`config.mk`:
```
export PLATFORM = sky130hd
export DESIGN_NAME = ase_exec
export DESIGN_NICKNAME = d
export VERILOG_FILES = /design/src/ase_pkg.sv /design/src/ase_alu.sv /design/src/ase_exec.sv
export SDC_FILE = /design/constraint.sdc
export NUM_CORES = 1
export LEC_CHECK = 0
export ABC_AREA = 1
export BUFFER_PORTS_ARGS = -buffer_cell sky130_fd_sc_hd__buf_2
export CAP_MARGIN = 20
export CORE_ASPECT_RATIO = 0.75
export CORE_MARGIN = 3
export CORE_UTILIZATION = 55
export DETAILED_ROUTE_END_ITERATION = 7
export GPL_TIMING_DRIVEN = 1
export PLACE_DENSITY = 0.8
export SLEW_MARGIN = 20
export SYNTH_ARGS = -nofsm -noshare
export SYNTH_HDL_FRONTEND = slang
export SYNTH_SLANG_ARGS = --single-unit
```
`constraint.sdc`:
```
create_clock -name i_sys_clk -period 3.8 [get_ports i_sys_clk]
set_clock_uncertainty 0.15 [all_clocks]
set_input_delay 0.38 -clock i_sys_clk [delete_from_list [all_inputs] [get_ports i_sys_clk]]
set_output_delay 0.38 -clock i_sys_clk [all_outputs]
set_load 0.02 [all_outputs]
```
`src/ase_pkg.sv`:
```
// Package for the add and shift execution datapath.
// Assumes a single core instruction clock; shared by the exec top and its ALU.
package ase_pkg;
  // ==========================================================================
  // Widths
  localparam int DATA_W = 8;
  localparam int INSN_W = 14;
  localparam int ADDR_W = 7;
  localparam int PTR_W = 16;
  localparam int LIT6_W = 6;
  // ==========================================================================
  // Opcode fields: the upper six bits of the instruction word
  localparam int OP_HI = 13;
  localparam int OP_LO = 8;
  localparam int DEST_BIT = 7;
  localparam int PTR_SEL_BIT = 6;
  localparam int PTR_ZERO_BIT = 7;
  localparam int DC_BIT = 3;
  localparam logic [5:0] OP_ADD_IMM = 6'h3E;
  localparam logic [5:0] OP_AND_IMM = 6'h39;
  localparam logic [5:0] OP_ADD_PTR = 6'h31;
  localparam logic [5:0] OP_ADD_FILE = 6'h07;
  localparam logic [5:0] OP_ADDC_FILE = 6'h3D;
  localparam logic [5:0] OP_AND_FILE = 6'h05;
  localparam logic [5:0] OP_ASR_FILE = 6'h37;
  // ==========================================================================
  // Indirect access register addresses and reset values
  localparam logic [6:0] INDIRECT0_ADDR = 7'h00;
  localparam logic [6:0] INDIRECT1_ADDR = 7'h01;
  localparam logic [7:0] ACCUM_RST = 8'h00;
  localparam logic [15:0] PTR_RST = 16'h0000;
  // ==========================================================================
  typedef enum logic [2:0] {
    ASE_OP_NONE, ASE_OP_ADD, ASE_OP_ADDC, ASE_OP_AND, ASE_OP_ASR
  } ase_op_e;
endpackage : ase_pkg

```
`src/ase_alu.sv`:
```
// Combinational 8-bit ALU for add, add with carry, AND and arithmetic shift.
// Assumes operands are settled in the same cycle; no state.
`timescale 1ns/1ns
module ase_alu
  import ase_pkg::*;
(
  // Operation and operands
  input wire ase_pkg::ase_op_e i_op,
  input wire logic [7:0] i_a,
  input wire logic [7:0] i_b,
  input wire logic i_carry,
  // Result and flags
  output logic [7:0] o_result,
  output logic o_carry,
  output logic o_digit_carry,
  output logic o_zero
);
  // ==========================================================================
  // Adders with explicit carry positions
  wire [4:0] low_sum;
  wire [8:0] full_sum;
  wire carry_in;
  assign carry_in = (i_op == ASE_OP_ADDC) ? i_carry : 1'b0;
  assign low_sum = {1'b0, i_a[3:0]} + {1'b0, i_b[3:0]} + {4'h0, carry_in};
  assign full_sum = {1'b0, i_a} + {1'b0, i_b} + {8'h00, carry_in};

  always_comb begin
    o_result = i_a & i_b;
    o_carry = i_carry;
    o_digit_carry = 1'b0;
    case (i_op)
      ASE_OP_ADD, ASE_OP_ADDC: begin
        o_result = full_sum[7:0];
        o_carry = full_sum[8];
        o_digit_carry = low_sum[4];
      end
      ASE_OP_AND: begin
        o_result = i_a & i_b;
      end
      ASE_OP_ASR: begin
        o_result = {i_b[7], i_b[7:1]};
        o_carry = i_b[0];
      end
      default: begin
        o_result = i_a & i_b;
      end
    endcase
    o_zero = (o_result == 8'h00);
  end
endmodule : ase_alu

```
`src/ase_exec.sv`:
```
// Execution datapath for the add, AND and shift instruction group.
// Assumes the fetch stage presents one instruction with a valid strobe and
// returns the addressed file register value in the same cycle.
//
// The address map and the plain strobed port were decided locally.
`timescale 1ns/1ns
module ase_exec
  import ase_pkg::*;
(
  // Clock, reset, enable
  input wire logic i_sys_clk,
  input wire logic i_srst,
  input wire logic i_ce,
  // Instruction issue
  input wire logic i_insn_valid,
  input wire logic [13:0] i_insn,
  input wire logic i_branch_taken,
  // File register read port
  input wire logic [7:0] i_file_rdata,
  // File register write port
  output logic o_file_we,
  output logic [6:0] o_file_addr,
  output logic [7:0] o_file_wdata,
  // Architectural state
  output logic [7:0] o_working_register,
  output logic [15:0] o_indirect_pointer0,
  output logic [15:0] o_indirect_pointer1,
  output logic o_carry_flag,
  output logic o_digit_carry_flag,
  output logic o_zero_flag,
  // Cycle control
  output logic o_busy,
  output logic o_nop_cycle
);
  import ase_pkg::*;

  // ==========================================================================
  // Decode
  function automatic ase_op_e decode_file_op(input logic [5:0] op);
    case (op)
      OP_ADD_FILE: decode_file_op = ASE_OP_ADD;
      OP_ADDC_FILE: decode_file_op = ASE_OP_ADDC;
      OP_AND_FILE: decode_file_op = ASE_OP_AND;
      OP_ASR_FILE: decode_file_op = ASE_OP_ASR;
      default: decode_file_op = ASE_OP_NONE;
    endcase
  endfunction : decode_file_op

  wire [5:0] opcode;
  wire [6:0] faddr;
  wire dest_file;
  wire is_add_imm;
  wire is_and_imm;
  wire is_add_ptr;
  wire is_file;
  wire ase_op_e file_op;
  ase_op_e alu_op;
  wire [7:0] alu_b;
  wire accepted;

  assign opcode = i_insn[OP_HI:OP_LO];
  assign faddr = i_insn[ADDR_W-1:0];
  assign dest_file = i_insn[DEST_BIT];
  assign accepted = i_ce && i_insn_valid && !o_busy;
  assign is_add_imm = (opcode == OP_ADD_IMM);
  assign is_and_imm = (opcode == OP_AND_IMM);
  assign is_add_ptr = (opcode == OP_ADD_PTR) && !i_insn[PTR_ZERO_BIT];
  assign file_op = decode_file_op(opcode);
  assign is_file = (file_op != ASE_OP_NONE);
  assign alu_b = is_file ? i_file_rdata : i_insn[DATA_W-1:0];

  always_comb begin
    alu_op = ASE_OP_NONE;
    if (is_add_imm) begin
      alu_op = ASE_OP_ADD;
    end else if (is_and_imm) begin
      alu_op = ASE_OP_AND;
    end else if (is_file) begin
      alu_op = file_op;
    end
  end

  // ==========================================================================
  // ALU
  wire [7:0] alu_result;
  wire alu_carry;
  wire alu_dc;
  wire alu_zero;

  ase_alu u_alu (
    .i_op(alu_op),
    .i_a(o_working_register),
    .i_b(alu_b),
    .i_carry(o_carry_flag),
    .o_result(alu_result),
    .o_carry(alu_carry),
    .o_digit_carry(alu_dc),
    .o_zero(alu_zero)
  );

  // ==========================================================================
  // Pointer arithmetic: sign-extend, add, drop the carry so the sum wraps
  wire ptr_sel;
  wire [15:0] lit_ext;
  wire [15:0] ptr_cur;
  wire [15:0] ptr_sum;
  assign ptr_sel = i_insn[PTR_SEL_BIT];
  assign lit_ext = {{(PTR_W-LIT6_W){i_insn[LIT6_W-1]}}, i_insn[LIT6_W-1:0]};
  assign ptr_cur = ptr_sel ? o_indirect_pointer1 : o_indirect_pointer0;
  assign ptr_sum = ptr_cur + lit_ext;

  // ==========================================================================
  // Writeback selection
  wire flag_c_we;
  wire flag_dc_we;
  wire wr_accum;
  wire wr_file;
  assign flag_c_we = is_add_imm || (file_op == ASE_OP_ADD) || (file_op == ASE_OP_ADDC)
    || (file_op == ASE_OP_ASR);
  assign flag_dc_we = is_add_imm || (file_op == ASE_OP_ADD) || (file_op == ASE_OP_ADDC);
  assign wr_accum = is_add_imm || is_and_imm || (is_file && !dest_file);
  assign wr_file = is_file && dest_file;

  // ==========================================================================
  // Extra cycles: indirect register with pointer top bit set, and taken flow
  wire hits_indirect;
  wire [1:0] extra;
  assign hits_indirect = (is_file && ((faddr == INDIRECT0_ADDR && o_indirect_pointer0[15])
    || (faddr == INDIRECT1_ADDR && o_indirect_pointer1[15])));
  assign extra = {1'b0, hits_indirect} + {1'b0, i_branch_taken};

  logic [1:0] stall_cnt;
  wire [1:0] next_stall_cnt;
  assign next_stall_cnt = accepted ? extra : (stall_cnt - 2'd1);

  always_ff @(posedge i_sys_clk) begin
    if (i_srst) begin
      stall_cnt <= 2'd0;
      o_busy <= 1'b0;
      o_nop_cycle <= 1'b0;
    end else if (i_ce) begin
      if (accepted || stall_cnt != 2'd0) begin
        stall_cnt <= next_stall_cnt;
        o_busy <= (next_stall_cnt != 2'd0);
        o_nop_cycle <= accepted ? i_branch_taken : 1'b0;
      end else begin
        o_nop_cycle <= 1'b0;
      end
    end
  end

  // ==========================================================================
  // Architectural state
  always_ff @(posedge i_sys_clk) begin
    if (i_srst) begin
      o_working_register <= ACCUM_RST;
      o_indirect_pointer0 <= PTR_RST;
      o_indirect_pointer1 <= PTR_RST;
      o_carry_flag <= 1'b0;
      o_digit_carry_flag <= 1'b0;
      o_zero_flag <= 1'b0;
      o_file_we <= 1'b0;
      o_file_addr <= 7'h00;
      o_file_wdata <= 8'h00;
    end else if (i_ce) begin
      o_file_we <= accepted && wr_file;
      if (accepted) begin
        o_file_addr <= faddr;
        o_file_wdata <= alu_result;
        if (wr_accum) begin
          o_working_register <= alu_result;
        end
        if (alu_op != ASE_OP_NONE) begin
          o_zero_flag <= alu_zero;
        end
        if (flag_c_we) begin
          o_carry_flag <= alu_carry;
        end
        if (flag_dc_we) begin
          o_digit_carry_flag <= alu_dc;
        end
        // Pointer update leaves every flag alone
        if (is_add_ptr && !ptr_sel) begin
          o_indirect_pointer0 <= ptr_sum;
        end
        if (is_add_ptr && ptr_sel) begin
          o_indirect_pointer1 <= ptr_sum;
        end
      end
    end
  end
endmodule : ase_exec

```
==> results of run 1 <==
[flip-flops by register name (all words and copies together) (netlist names)]
register,cells
o_indirect_pointer0,16
o_working_register,8
o_nop_cycle,1
o_file_wdata,8
o_busy,1
o_file_we,1
o_zero_flag,1
o_digit_carry_flag,1
stall_cnt,2
o_carry_flag,1
o_indirect_pointer1,16
o_file_addr,7
[metal layers]
metal	up-vias	routed length [microns]
li1	2169	-
met1	1995	6352
met2	169	4737
met3	16	1117
met4	2	139
met5	-	32
[per-stage QoR]
stage               hold WS [ns]  utilization
floorplan                 0.2936            -
CTS                       0.1462       0.6880
global route              0.1667       0.6880
detailed placement        0.3033       0.6574
finish                    0.1540       0.6880
global placement          0.2976       0.6574
[Yosys cell counts, drive strengths merged]
master  number
nand4        9
o21a         1
ha          25
or2          4
and2         4
nand2      126
buf          6
clkinv       1
o211ai      11
fa           3
dfxtp       63
inv        100
nor3         3
nor4         1
xor2         9
a21boi       1
and3         1
nor2        63
nand3       39
a21oi       59
xnor2        3
a31oi        1
clkbuf      13
a21o         4
nand3b       1
o31ai        3
o21bai       1
o21ai       62
[tightest hold or removal path: cells and delay by family]
| kind | cells | cell delay [ns] |
|---|---|---|
| buf+inv | 1 | 0.11 |
| simple gates | 1 | 0.06 |
| compound gates | 1 | 0.05 |
[worst max path at each step]
stage,cells past startpoint,startpoint,endpoint,slack [ns]
5_1_grt,20,i_insn[12],o_zero_flag$_SDFFE_PP0P_,0.26
2_1_floorplan,20,i_insn[12],o_zero_flag$_SDFFE_PP0P_,0.81
4_1_cts,20,i_insn[12],o_zero_flag$_SDFFE_PP0P_,0.70
3_5_place_dp,20,i_insn[12],o_zero_flag$_SDFFE_PP0P_,0.35
3_3_place_gp,20,i_insn[12],o_zero_flag$_SDFFE_PP0P_,0.47
6_report,20,i_insn[12],o_zero_flag$_SDFFE_PP0P_,0.66
[area by class of cell]
class	count	area (sq um)
fill	646	2192
inverter	101	379.1
clock buffer	11	151.4
timing repair buffer	91	465.4
tap	98	122.6
sequential	63	1261
clock inverter	5	63.81
multi-input combinational	434	2391
[power by group]
part           internal [uW]  leakage, uW  switching (uW)
registers                681     0.000510            12.5
logic                   78.3      0.00207             165
clock network            345     0.000107             297
[cells by family (layout without fill, tap and decap cells)]
kind of cell | Yosys count | after routing | share of synthesized area
flip-flops | 63 | 63 | 0.3057
AND/OR/NAND/NOR | 251 | 251 | 0.2763
buffers and inverters | 120 | 208 | 0.1146
adder cells (fa/ha/maj) | 28 | 28 | 0.09039
AO/OA/AOI/OAI | 143 | 143 | 0.1874
XOR/XNOR | 12 | 12 | 0.02548
==> out/results.ini, run 1 <==
[timing]
timing_hold_violations_final=0
rsz_0062_raised_after_global_routing=no
timing_max_transition_violations_final=0
setup_tns_ns=0
setup_viol_count_final=0
finalCritPeriodShare=0.8266
final.min_clock_period_ns=3.141
setup_slack_ns=0.6589
worst_pin_slew_ns=1.066
max_freq_ghz=0.3184
timing.max_slew.rel_slack=0.2846

[min_path]
hold_end=o_nop_cycle$_SDFFE_PP0P_
hp-start=i_branch_taken
holdCritPathClass=in2reg
hold_depth=3

[route]
route.detailed.drc=0
routed_wl_microns=12380
avgViaCountPerCell=5.418
routedWlPerCell_microns=15.42
drt_first_iter_violations=349
drt.antenna.violating_nets=0
drt_pass1_iterations=5
vias=4351

[cells_and_area]
finish.net_count=755
layout.cells.most_common_list=sky130_fd_sc_hd__nand2_1, sky130_fd_sc_hd__inv_1, sky130_fd_sc_hd__buf_2, sky130_fd_sc_hd__dfxtp_1
layout_cell_area_excl_fill_sq_um=4835
area_growth_pct=17.20
instances_no_fill=803
layout.cells.most_common=sky130_fd_sc_hd__nand2_1
drive_gt1_frac=0.2014
antenna_cells=0

[worst_setup_path]
critPathSlowestCell=sky130_fd_sc_hd__o21ai_0
cp-end-kind=flop
endpoint_of_the_worst_slack_reg_to_reg_timing_path=o_indirect_pointer1[15]$_SDFFE_PP0P_
crit_arrival_ns=3.27
crit_required_ns=3.93
worst_path_cell_chain=buf_2 -> nand2_1 -> inv_1 -> nand3_2 -> nand3_4 -> o21ai_0 -> fa_1 -> inv_1 -> fa_1 -> inv_1 -> nand3_1 -> nand3_1 -> nand2_1 -> nand3_1 -> nand2_1 -> nor2_2 -> nand2_1 -> nor2_2 -> nand3_2 -> a21oi_2
worstPathMaxFanout=15
critical_path_class=in2reg
worst_path_most_repeated_cell=sky130_fd_sc_hd__nand2_1
setup.worst_path.start_class=input pin
critical_path.n_buffers_inverters=4
r2r_slack_ns=1.05
critical_path.top_delay_family=simple AND/OR/NAND/NOR gates
worst_r2r_path_depth=12
r2r_start=o_indirect_pointer1[1]$_SDFFE_PP0P_
max_stage_delay_ns=0.41

[logic_synthesis]
synth_area_per_cell_sq_um=6.686
synth_area_sq_um=4125
yosys.cell_types.count=40
synth_top_cell_area_share=0.3057
synth_sequential_area_ratio=0.3057
synth_top_area_cell=sky130_fd_sc_hd__dfxtp_1
synth.yosys.warnings=0
synth.net_count=672
ffs_latches_synth=63
syn-instance-count=617
synth_area_leaders=sky130_fd_sc_hd__dfxtp_1, sky130_fd_sc_hd__nand2_1, sky130_fd_sc_hd__inv_1

[job]
timing.max_cap.violations=0

[global_routing]
groute.layer.met2.usage=0.4033
grtUsageMet1=0.4747
globalRoute.busiestLayer=met1
globalRouteOverflowTotal=0
grt_pass1_wl_microns=20090
number_of_global_route_vias_before_repair=3889
global_route.usage.total=0.2981
gr-usage-met3=0.06037
initial_antenna_violation_count=0
grt_start_max_net_pins=41

[floorplanning]
die_footprint_sq_um=8586
start_util=0.5871
core-area_sq_um=7027
floorplan.die.height_microns=81
rows=26
design.portCount=88
chipWidth_microns=106

[status]
status=finished, final reports clean

[clocking]
cts_tree=yes
clock_transition_at_the_register_clock_pins_on_the_worst_setup_and_hold_paths_after_cts_ns=0.07
clk_latency_ns=0.35
numClockSinks=63
post_cts_resize_count=0
cts_made_buffers=9
htree_num_levels=3
clock-root-buffer=sky130_fd_sc_hd__clkbuf_8
bufs_on_longest_clock_path=2
post_cts_hold_buffer_count=0
cts_setup_buffers=0

[power]
power.density_nw_per_um2=326.4
finalPower_uw=1578
static-leakage-power_uw=0.002687
ir_drop_mv=0.2448

[placement]
postPlaceCellArea_sq_um=4619
preCtsSetupSlack_ns=0.3526
gp_congestion=0.9211
hpwl_microns=9440
io_buffer_count=87
placed_cells_incl_taps=787

Note: power is estimated with default switching activity, not from simulation.
==> inputs of run 2 (changes only) <==
- CORE_UTILIZATION: 55 -> 50
- PLACE_DENSITY: 0.8 -> 0.77
- clock period: 3.8 -> 2.56 ns (I/O delays scaled with it)
==> out/results.ini, run 2 (same netlist as run 1, synthesis figures left out) <==
[status]
status=finished, final reports clean

[floorplanning]
floorplan.die.height_microns=84.66
rows=28
core-area_sq_um=7953
design.portCount=88
start_util=0.5187
die_footprint_sq_um=9388
chipWidth_microns=110.9

[cells_and_area]
fillerInstances=638
instances_no_fill=886
drive_gt1_frac=0.3534
regArea_sq_um=1264
area_growth_pct=39.10
finish.net_count=831
antenna_cells=0
layout.cells.most_common_list=sky130_fd_sc_hd__nand2_1, sky130_fd_sc_hd__inv_1, sky130_fd_sc_hd__buf_2, sky130_fd_sc_hd__buf_4, sky130_fd_sc_hd__dfxtp_1
biggest_registers_after_layout=o_indirect_pointer0 (16), o_indirect_pointer1 (16)
layout.cells.most_common=sky130_fd_sc_hd__nand2_1
area_of_the_multi_input_gates_sq_um=2666

[clocking]
clk_latency_ns=0.36
cts_made_buffers=9
numClockSinks=63
clock_transition_at_the_register_clock_pins_on_the_worst_setup_and_hold_paths_after_cts_ns=0.07
cts_tree=yes
htree_num_levels=3
clock-root-buffer=sky130_fd_sc_hd__clkbuf_8
bufs_on_longest_clock_path=2

[timing]
timing_max_transition_violations_final=0
timing.max_slew.rel_slack=0.7066
worst_pin_slew_ns=0.4396
final.min_clock_period_ns=2.479
timing.hold.ws_ns=0.05852
setup_viol_count_final=0
timing_hold_violations_final=0
rsz_0062_raised_after_global_routing=yes
max_freq_ghz=0.4034
finalCritPeriodShare=0.9684

[power]
power.density_nw_per_um2=438.2
ir_drop_mv=0.4147
static-leakage-power_uw=0.003108
power.sequential.fraction=0.411
clockPowerShare=0.406
comb_power_share=0.184
net-switching-power_uw=737.1
sw_ratio=0.2932
p_int_uw=1777

[worst_setup_path]
setup.worst_path.start_class=input pin
critical_path.n_buffers_inverters=3
r2r_slack_ns=0.13
endpoint_of_the_worst_slack_reg_to_reg_timing_path=o_indirect_pointer1[8]$_SDFFE_PP0P_
critPathSlowestCell=sky130_fd_sc_hd__fa_2
critical_path.top_delay_family=simple AND/OR/NAND/NOR gates
worst_path_cell_chain=buf_2 -> nor2_2 -> nand3_4 -> nand3_4 -> nand2_4 -> o21ai_4 -> fa_2 -> inv_2 -> fa_2 -> inv_2 -> nand3_2 -> nand3_2 -> nand2_1 -> nand3_2 -> nand2_2 -> nor2_4 -> nand2_1 -> nor2_2 -> nand3_2 -> a21oi_2
cp-end-kind=flop
crit_arrival_ns=2.62
critical_path_class=in2reg
worst_r2r_path_depth=11
crit_required_ns=2.70
r2r_start=o_indirect_pointer1[1]$_SDFFE_PP0P_
worstPathMaxFanout=7
worst_path_most_repeated_cell=sky130_fd_sc_hd__nand3_2
max_stage_delay_ns=0.35

[placement]
placed_cells_incl_taps=858
hpwl_microns=9975
gp_congestion=0.9652
io_buffer_count=87

[global_routing]
grt_pass1_wl_microns=20310
global_route.usage.total=0.2689
globalRoute.busiestLayer=met2
groute.layer.met2.usage=0.3893
initial_antenna_violation_count=0
grt_start_max_net_pins=28
globalRouteOverflowTotal=0
number_of_global_route_vias_before_repair=4194
gr-usage-met3=0.08069
grtUsageMet1=0.3862

[route]
routed_wl_microns=13500
avgViaCountPerCell=5.305
routedWlPerCell_microns=15.23
drt.antenna.violating_nets=0
drt_first_iter_violations=463
vias=4700
drt_pass1_iterations=5
route.detailed.drc=0

[min_path]
holdCritPathClass=in2reg
hold_end=o_nop_cycle$_SDFFE_PP0P_
hold_depth=4
hp-start=i_ce

[job]
timing.max_cap.violations=0

[run 2: cell count changes in the layout (fill, tap and decap cells not counted), sizes merged]
| cell | delta |
|---|---|
| buf | +75 |
| bufinv | +1 |
| clkbuf | -1 |
| clkinv | -1 |
| clkinvlp | +1 |
| dlygate4sd3 | +1 |
[run 2: layout make-up]
type,instances,share of cell area
Clock inverter,6,0.01614
Multi-Input combinational cell,434,0.4647
Inverter,101,0.06651
Tap cell,105,0.02290
Sequential cell,63,0.2202
Timing Repair Buffer,167,0.1856
Clock buffer,10,0.02399
[run 2: power by group through the flow]
stage	Clock (uW)	Combinational, uW	Sequential, uW
6_report	1020	462	1030
3_3_place_gp	0	399	1050
2_1_floorplan	0	208	1080
3_5_place_dp	0	409	1050
4_1_cts	1030	412	1030
5_1_grt	1060	504	1040
[run 2: metal layers]
metal	wire length, microns	vias to the layer above
met4	195	0
met5	0	-
met2	5767	213
met1	6374	2147
met3	1160	18
li1	-	2322
[run 2: how the worst max path moves through the flow]
| stage | slack (ns) | from | depth (start not counted) | to |
|---|---|---|---|---|
| floorplan | -0.09 | i_insn[12] | 21 | o_zero_flag$_SDFFE_PP0P_ |
| global placement | -0.24 | i_insn[13] | 17 | o_file_wdata[5]$_SDFFE_PP0P_ |
| detailed placement | -0.36 | i_insn[12] | 20 | o_zero_flag$_SDFFE_PP0P_ |
| CTS | 0.01 | i_insn[12] | 20 | o_zero_flag$_SDFFE_PP0P_ |
| global route | -0.06 | i_insn[11] | 22 | o_zero_flag$_SDFFE_PP0P_ |
| finish | 0.08 | i_insn[13] | 20 | o_zero_flag$_SDFFE_PP0P_ |
[run 2: through the flow]
| step | cell area, sq um | setup slack, ns | utilization | power, uW | setup TNS (ns) |
|---|---|---|---|---|---|
| floorplan | 4151 | -0.08522 | - | 1290 | -0.08522 |
| global placement | 5142 | -0.2380 | 0.6466 | 1452 | -2.388 |
| detailed placement | 5142 | -0.3604 | 0.6466 | 1462 | -3.724 |
| CTS | 5383 | 0.01245 | 0.6768 | 2470 | 0 |
| global route | 5738 | -0.06486 | 0.7215 | 2598 | -0.1799 |
| finish | 5738 | 0.08080 | 0.7215 | 2514 | 0 |
[run 2: what timing repair did]
item                                    4_1_cts  5_1_grt
hold buffers                                  1        0
endpoints found under the hold margin         1        0
setup buffers                                 0       11
resized for setup                             0       76
endpoints found under the setup margin        0       23
[run 2: worst reg2reg max path, delay by kind of cell, from the launching register on]
| family | cells | cell delay [ns] |
|---|---|---|
| DFF | 1 | 0.33 |
| AOI/OAI and AO/OA | 4 | 0.63 |
| xor gates and xnor gates | 1 | 0.31 |
| buffers and inverters | 2 | 0.22 |
| adders and majority gates | 1 | 0.37 |
| and+or+nand+nor | 3 | 0.38 |
==> inputs of run 3 (changes only) <==
- ABC_AREA: 1 -> 0
==> out/results.ini, run 3 <==
[status]
status=finished, violations left
failed_checks=negative setup slack

[logic_synthesis]
synth-edff-count=0
synth_top_cell_area_share=0.3158
synth_top_family_by_area=compound AO/OA/AOI/OAI gates
synth.net_count=551
syn-instance-count=496
post_synth_most_frequent_cells=sky130_fd_sc_hd__nand2_1, sky130_fd_sc_hd__dfxtp_1, sky130_fd_sc_hd__nor2_1
synth_compound_area_frac=0.2265
synth-async-reset-ratio=0
synth-adder-area-share=0.09336
synth_area_sq_um=3994
ys_dominant_reg_cell=sky130_fd_sc_hd__dfxtp_1
synth.most_common_cell=sky130_fd_sc_hd__nand2_1
synth_area_leaders=sky130_fd_sc_hd__dfxtp_1, sky130_fd_sc_hd__ha_1, sky130_fd_sc_hd__nand2_1
yosys.cell_types.count=56
ffs_latches_synth=63
synth_top_area_cell=sky130_fd_sc_hd__dfxtp_1
synth_area_per_cell_sq_um=8.052
synth.yosys.warnings=0
synth_xor_area_frac=0.03728
synth_simple_gate_area_share=0.2146
synthMuxAreaShare=0.07080
synth_sequential_area_ratio=0.3158

[worst_setup_path]
cp-end-kind=flop
r2r_start=o_carry_flag$_SDFFE_PP0P_
critical_path_class=in2reg
critPathSlowestCell=sky130_fd_sc_hd__or3_4
timing.critical_path.from=i_insn[12]
cp.depth=12
critical_path.n_buffers_inverters=1
setup.worst_path.start_class=input pin
max_stage_delay_ns=0.39
r2r_slack_ns=-0.26
worstPathMaxFanout=3
crit_arrival_ns=3.09
worst_r2r_path_depth=11
worst_path_cell_chain=buf_6 -> or3_4 -> a31oi_4 -> mux2_4 -> fa_2 -> a211o_1 -> a21oi_4 -> or2_4 -> xnor2_2 -> a221oi_2 -> nand2_1 -> o31ai_2
critical_path.top_delay_family=compound AO/OA/AOI/OAI gates
crit_required_ns=2.68
worstSetupEndpoint=o_zero_flag$_SDFFE_PP0P_
endpoint_of_the_worst_slack_reg_to_reg_timing_path=o_zero_flag$_SDFFE_PP0P_

[cells_and_area]
area_growth_pct=48.43
finish.net_count=723
fillerInstances=521
biggest_registers_after_layout=o_indirect_pointer0 (16), o_indirect_pointer1 (16)
antenna_cells=0
final_core_util=0.7869
layout.cells.most_common=sky130_fd_sc_hd__buf_4
layout.cells.most_common_list=sky130_fd_sc_hd__buf_4, sky130_fd_sc_hd__buf_2, sky130_fd_sc_hd__nand2_1, sky130_fd_sc_hd__dfxtp_1, sky130_fd_sc_hd__nor2_1
drive_gt1_frac=0.4383
instances_no_fill=774

[timing]
final.min_clock_period_ns=2.974
max_freq_ghz=0.3362
timing_max_transition_violations_final=0
rsz_0062_raised_after_global_routing=yes
timing_hold_violations_final=0
setup_tns_ns=-3.617
finalCritPeriodShare=1.162
worst_pin_slew_ns=0.6695
setup_viol_count_final=18
timing.hold.ws_ns=0.02406
timing.max_slew.rel_slack=0.5537
setup_slack_ns=-0.4143

[floorplanning]
die_footprint_sq_um=9107
start_util=0.5301
design.portCount=88
floorplan.die.height_microns=83.40
rows=27
chipWidth_microns=109.2
core-area_sq_um=7533

[placement]
placed_cells_incl_taps=752
io_buffer_count=87
hpwl_microns=10330
gp_congestion=0.9992
preCtsSetupSlack_ns=-0.7524

[route]
drt_pass1_iterations=5
route.detailed.drc=0
vias=4606
drt.antenna.violating_nets=0
routed_wl_microns=14400
drt_first_iter_violations=318
routedWlPerCell_microns=18.60
avgViaCountPerCell=5.951

[power]
static-leakage-power_uw=0.002661
clockPowerShare=0.385
power.density_nw_per_um2=406.8
net-switching-power_uw=728.2
comb_power_share=0.191
sw_ratio=0.3019
p_int_uw=1684
ir_drop_mv=0.2950
power.sequential.fraction=0.423

[global_routing]
initial_antenna_violation_count=0
global_route.usage.total=0.3050
grt_pass1_wl_microns=21720
number_of_global_route_vias_before_repair=4307
globalRouteOverflowTotal=0
grt_start_max_net_pins=39

[min_path]
holdCritPathClass=in2reg

[clocking]
cts_made_buffers=9
clk_latency_ns=0.36
clock_transition_at_the_register_clock_pins_on_the_worst_setup_and_hold_paths_after_cts_ns=0.08
clock-root-buffer=sky130_fd_sc_hd__clkbuf_8
numClockSinks=63
bufs_on_longest_clock_path=2
cts_tree=yes
htree_num_levels=3

[job]
timing.max_cap.violations=0

## run 3: changes by cell type after synthesis, moves of 12 or more
| cell | delta |
|---|---|
| sky130_fd_sc_hd__o21ai_0 | -43 |
| sky130_fd_sc_hd__a211oi_1 | +21 |
| sky130_fd_sc_hd__nand2_1 | -51 |
| sky130_fd_sc_hd__inv_1 | -76 |
| sky130_fd_sc_hd__nand3_1 | -31 |
| sky130_fd_sc_hd__mux2_2 | +18 |
| sky130_fd_sc_hd__nor2_2 | -12 |
## run 3: worst min path at each step
stage / startpoint / to / slack [ns] / cells after the start
after floorplan: i_insn[0] / o_file_addr[0]$_SDFFE_PP0P_ / 0.24 / 2
after global placement: o_file_addr[2]$_SDFFE_PP0P_ / o_file_addr[2]$_SDFFE_PP0P_ / 0.29 / 2
after detailed placement: o_file_addr[2]$_SDFFE_PP0P_ / o_file_addr[2]$_SDFFE_PP0P_ / 0.30 / 2
after CTS: i_insn[4] / o_file_addr[4]$_SDFFE_PP0P_ / 0.02 / 3
after global routing: i_branch_taken / o_nop_cycle$_SDFFE_PP0P_ / 0.03 / 3
final: i_branch_taken / o_nop_cycle$_SDFFE_PP0P_ / 0.02 / 3
## run 3: kinds of logic (layout without fill, tap and decap cells)
| group | count (synthesis) | after routing |
|---|---|---|
| compound gates | 138 | 138 |
| xor+xnor | 17 | 17 |
| fa+ha+maj | 28 | 28 |
| buf+inv | 43 | 220 |
| flops | 63 | 63 |
| mux | 26 | 26 |
| simple gates | 181 | 181 |
## run 3: worst min-delay path, cell delays in order
cell	delay, ns
sky130_fd_sc_hd__buf_2	0.10
sky130_fd_sc_hd__a22oi_1	0.06
sky130_fd_sc_hd__nor2_1	0.08
## run 3: power by group through the flow
stage / combinational (uW) / sequential (uW) / clock [uW]
global placement: 403 / 1040 / 0
CTS: 430 / 1020 / 932
detailed placement: 414 / 1040 / 0
floorplan: 220 / 1060 / 0
finish: 461 / 1020 / 930
global route: 495 / 1020 / 981
## run 3: cell type report
class	instances	area (sq um)	area share
Timing Repair Buffer	187	1225	0.2066
Multi-Input combinational cell	390	3045	0.5137
Tap cell	101	126.4	0.02132
Sequential cell	63	1262	0.2130
Inverter	17	63.81	0.01076
Clock buffer	10	137.6	0.02322
Clock inverter	6	67.56	0.01140
## run 3: per-stage QoR
step | power, uW | instance area, sq um
2_1_floorplan | 1284 | 4279
3_3_place_gp | 1445 | 5393
3_5_place_dp | 1458 | 5393
4_1_cts | 2383 | 5727
5_1_grt | 2500 | 5928
6_report | 2412 | 5928
## run 3: what timing repair did
action                     in CTS  in global routing
setup endpoints to repair      25                 28
setup buffers                   5                  4
resized for setup              18                 39
hold buffers                    0                  0
pin swaps                      16                 22
## run 3: layer usage
layer / share of wire / GRT usage / vias to the layer above
met5: 0 / 0 / -
met4: 0.024 / 0.1019 / 0
met3: 0.093 / 0.06993 / 37
met2: 0.44 / 0.4482 / 216
met1: 0.45 / 0.4373 / 2220
li1: - / - / 2133
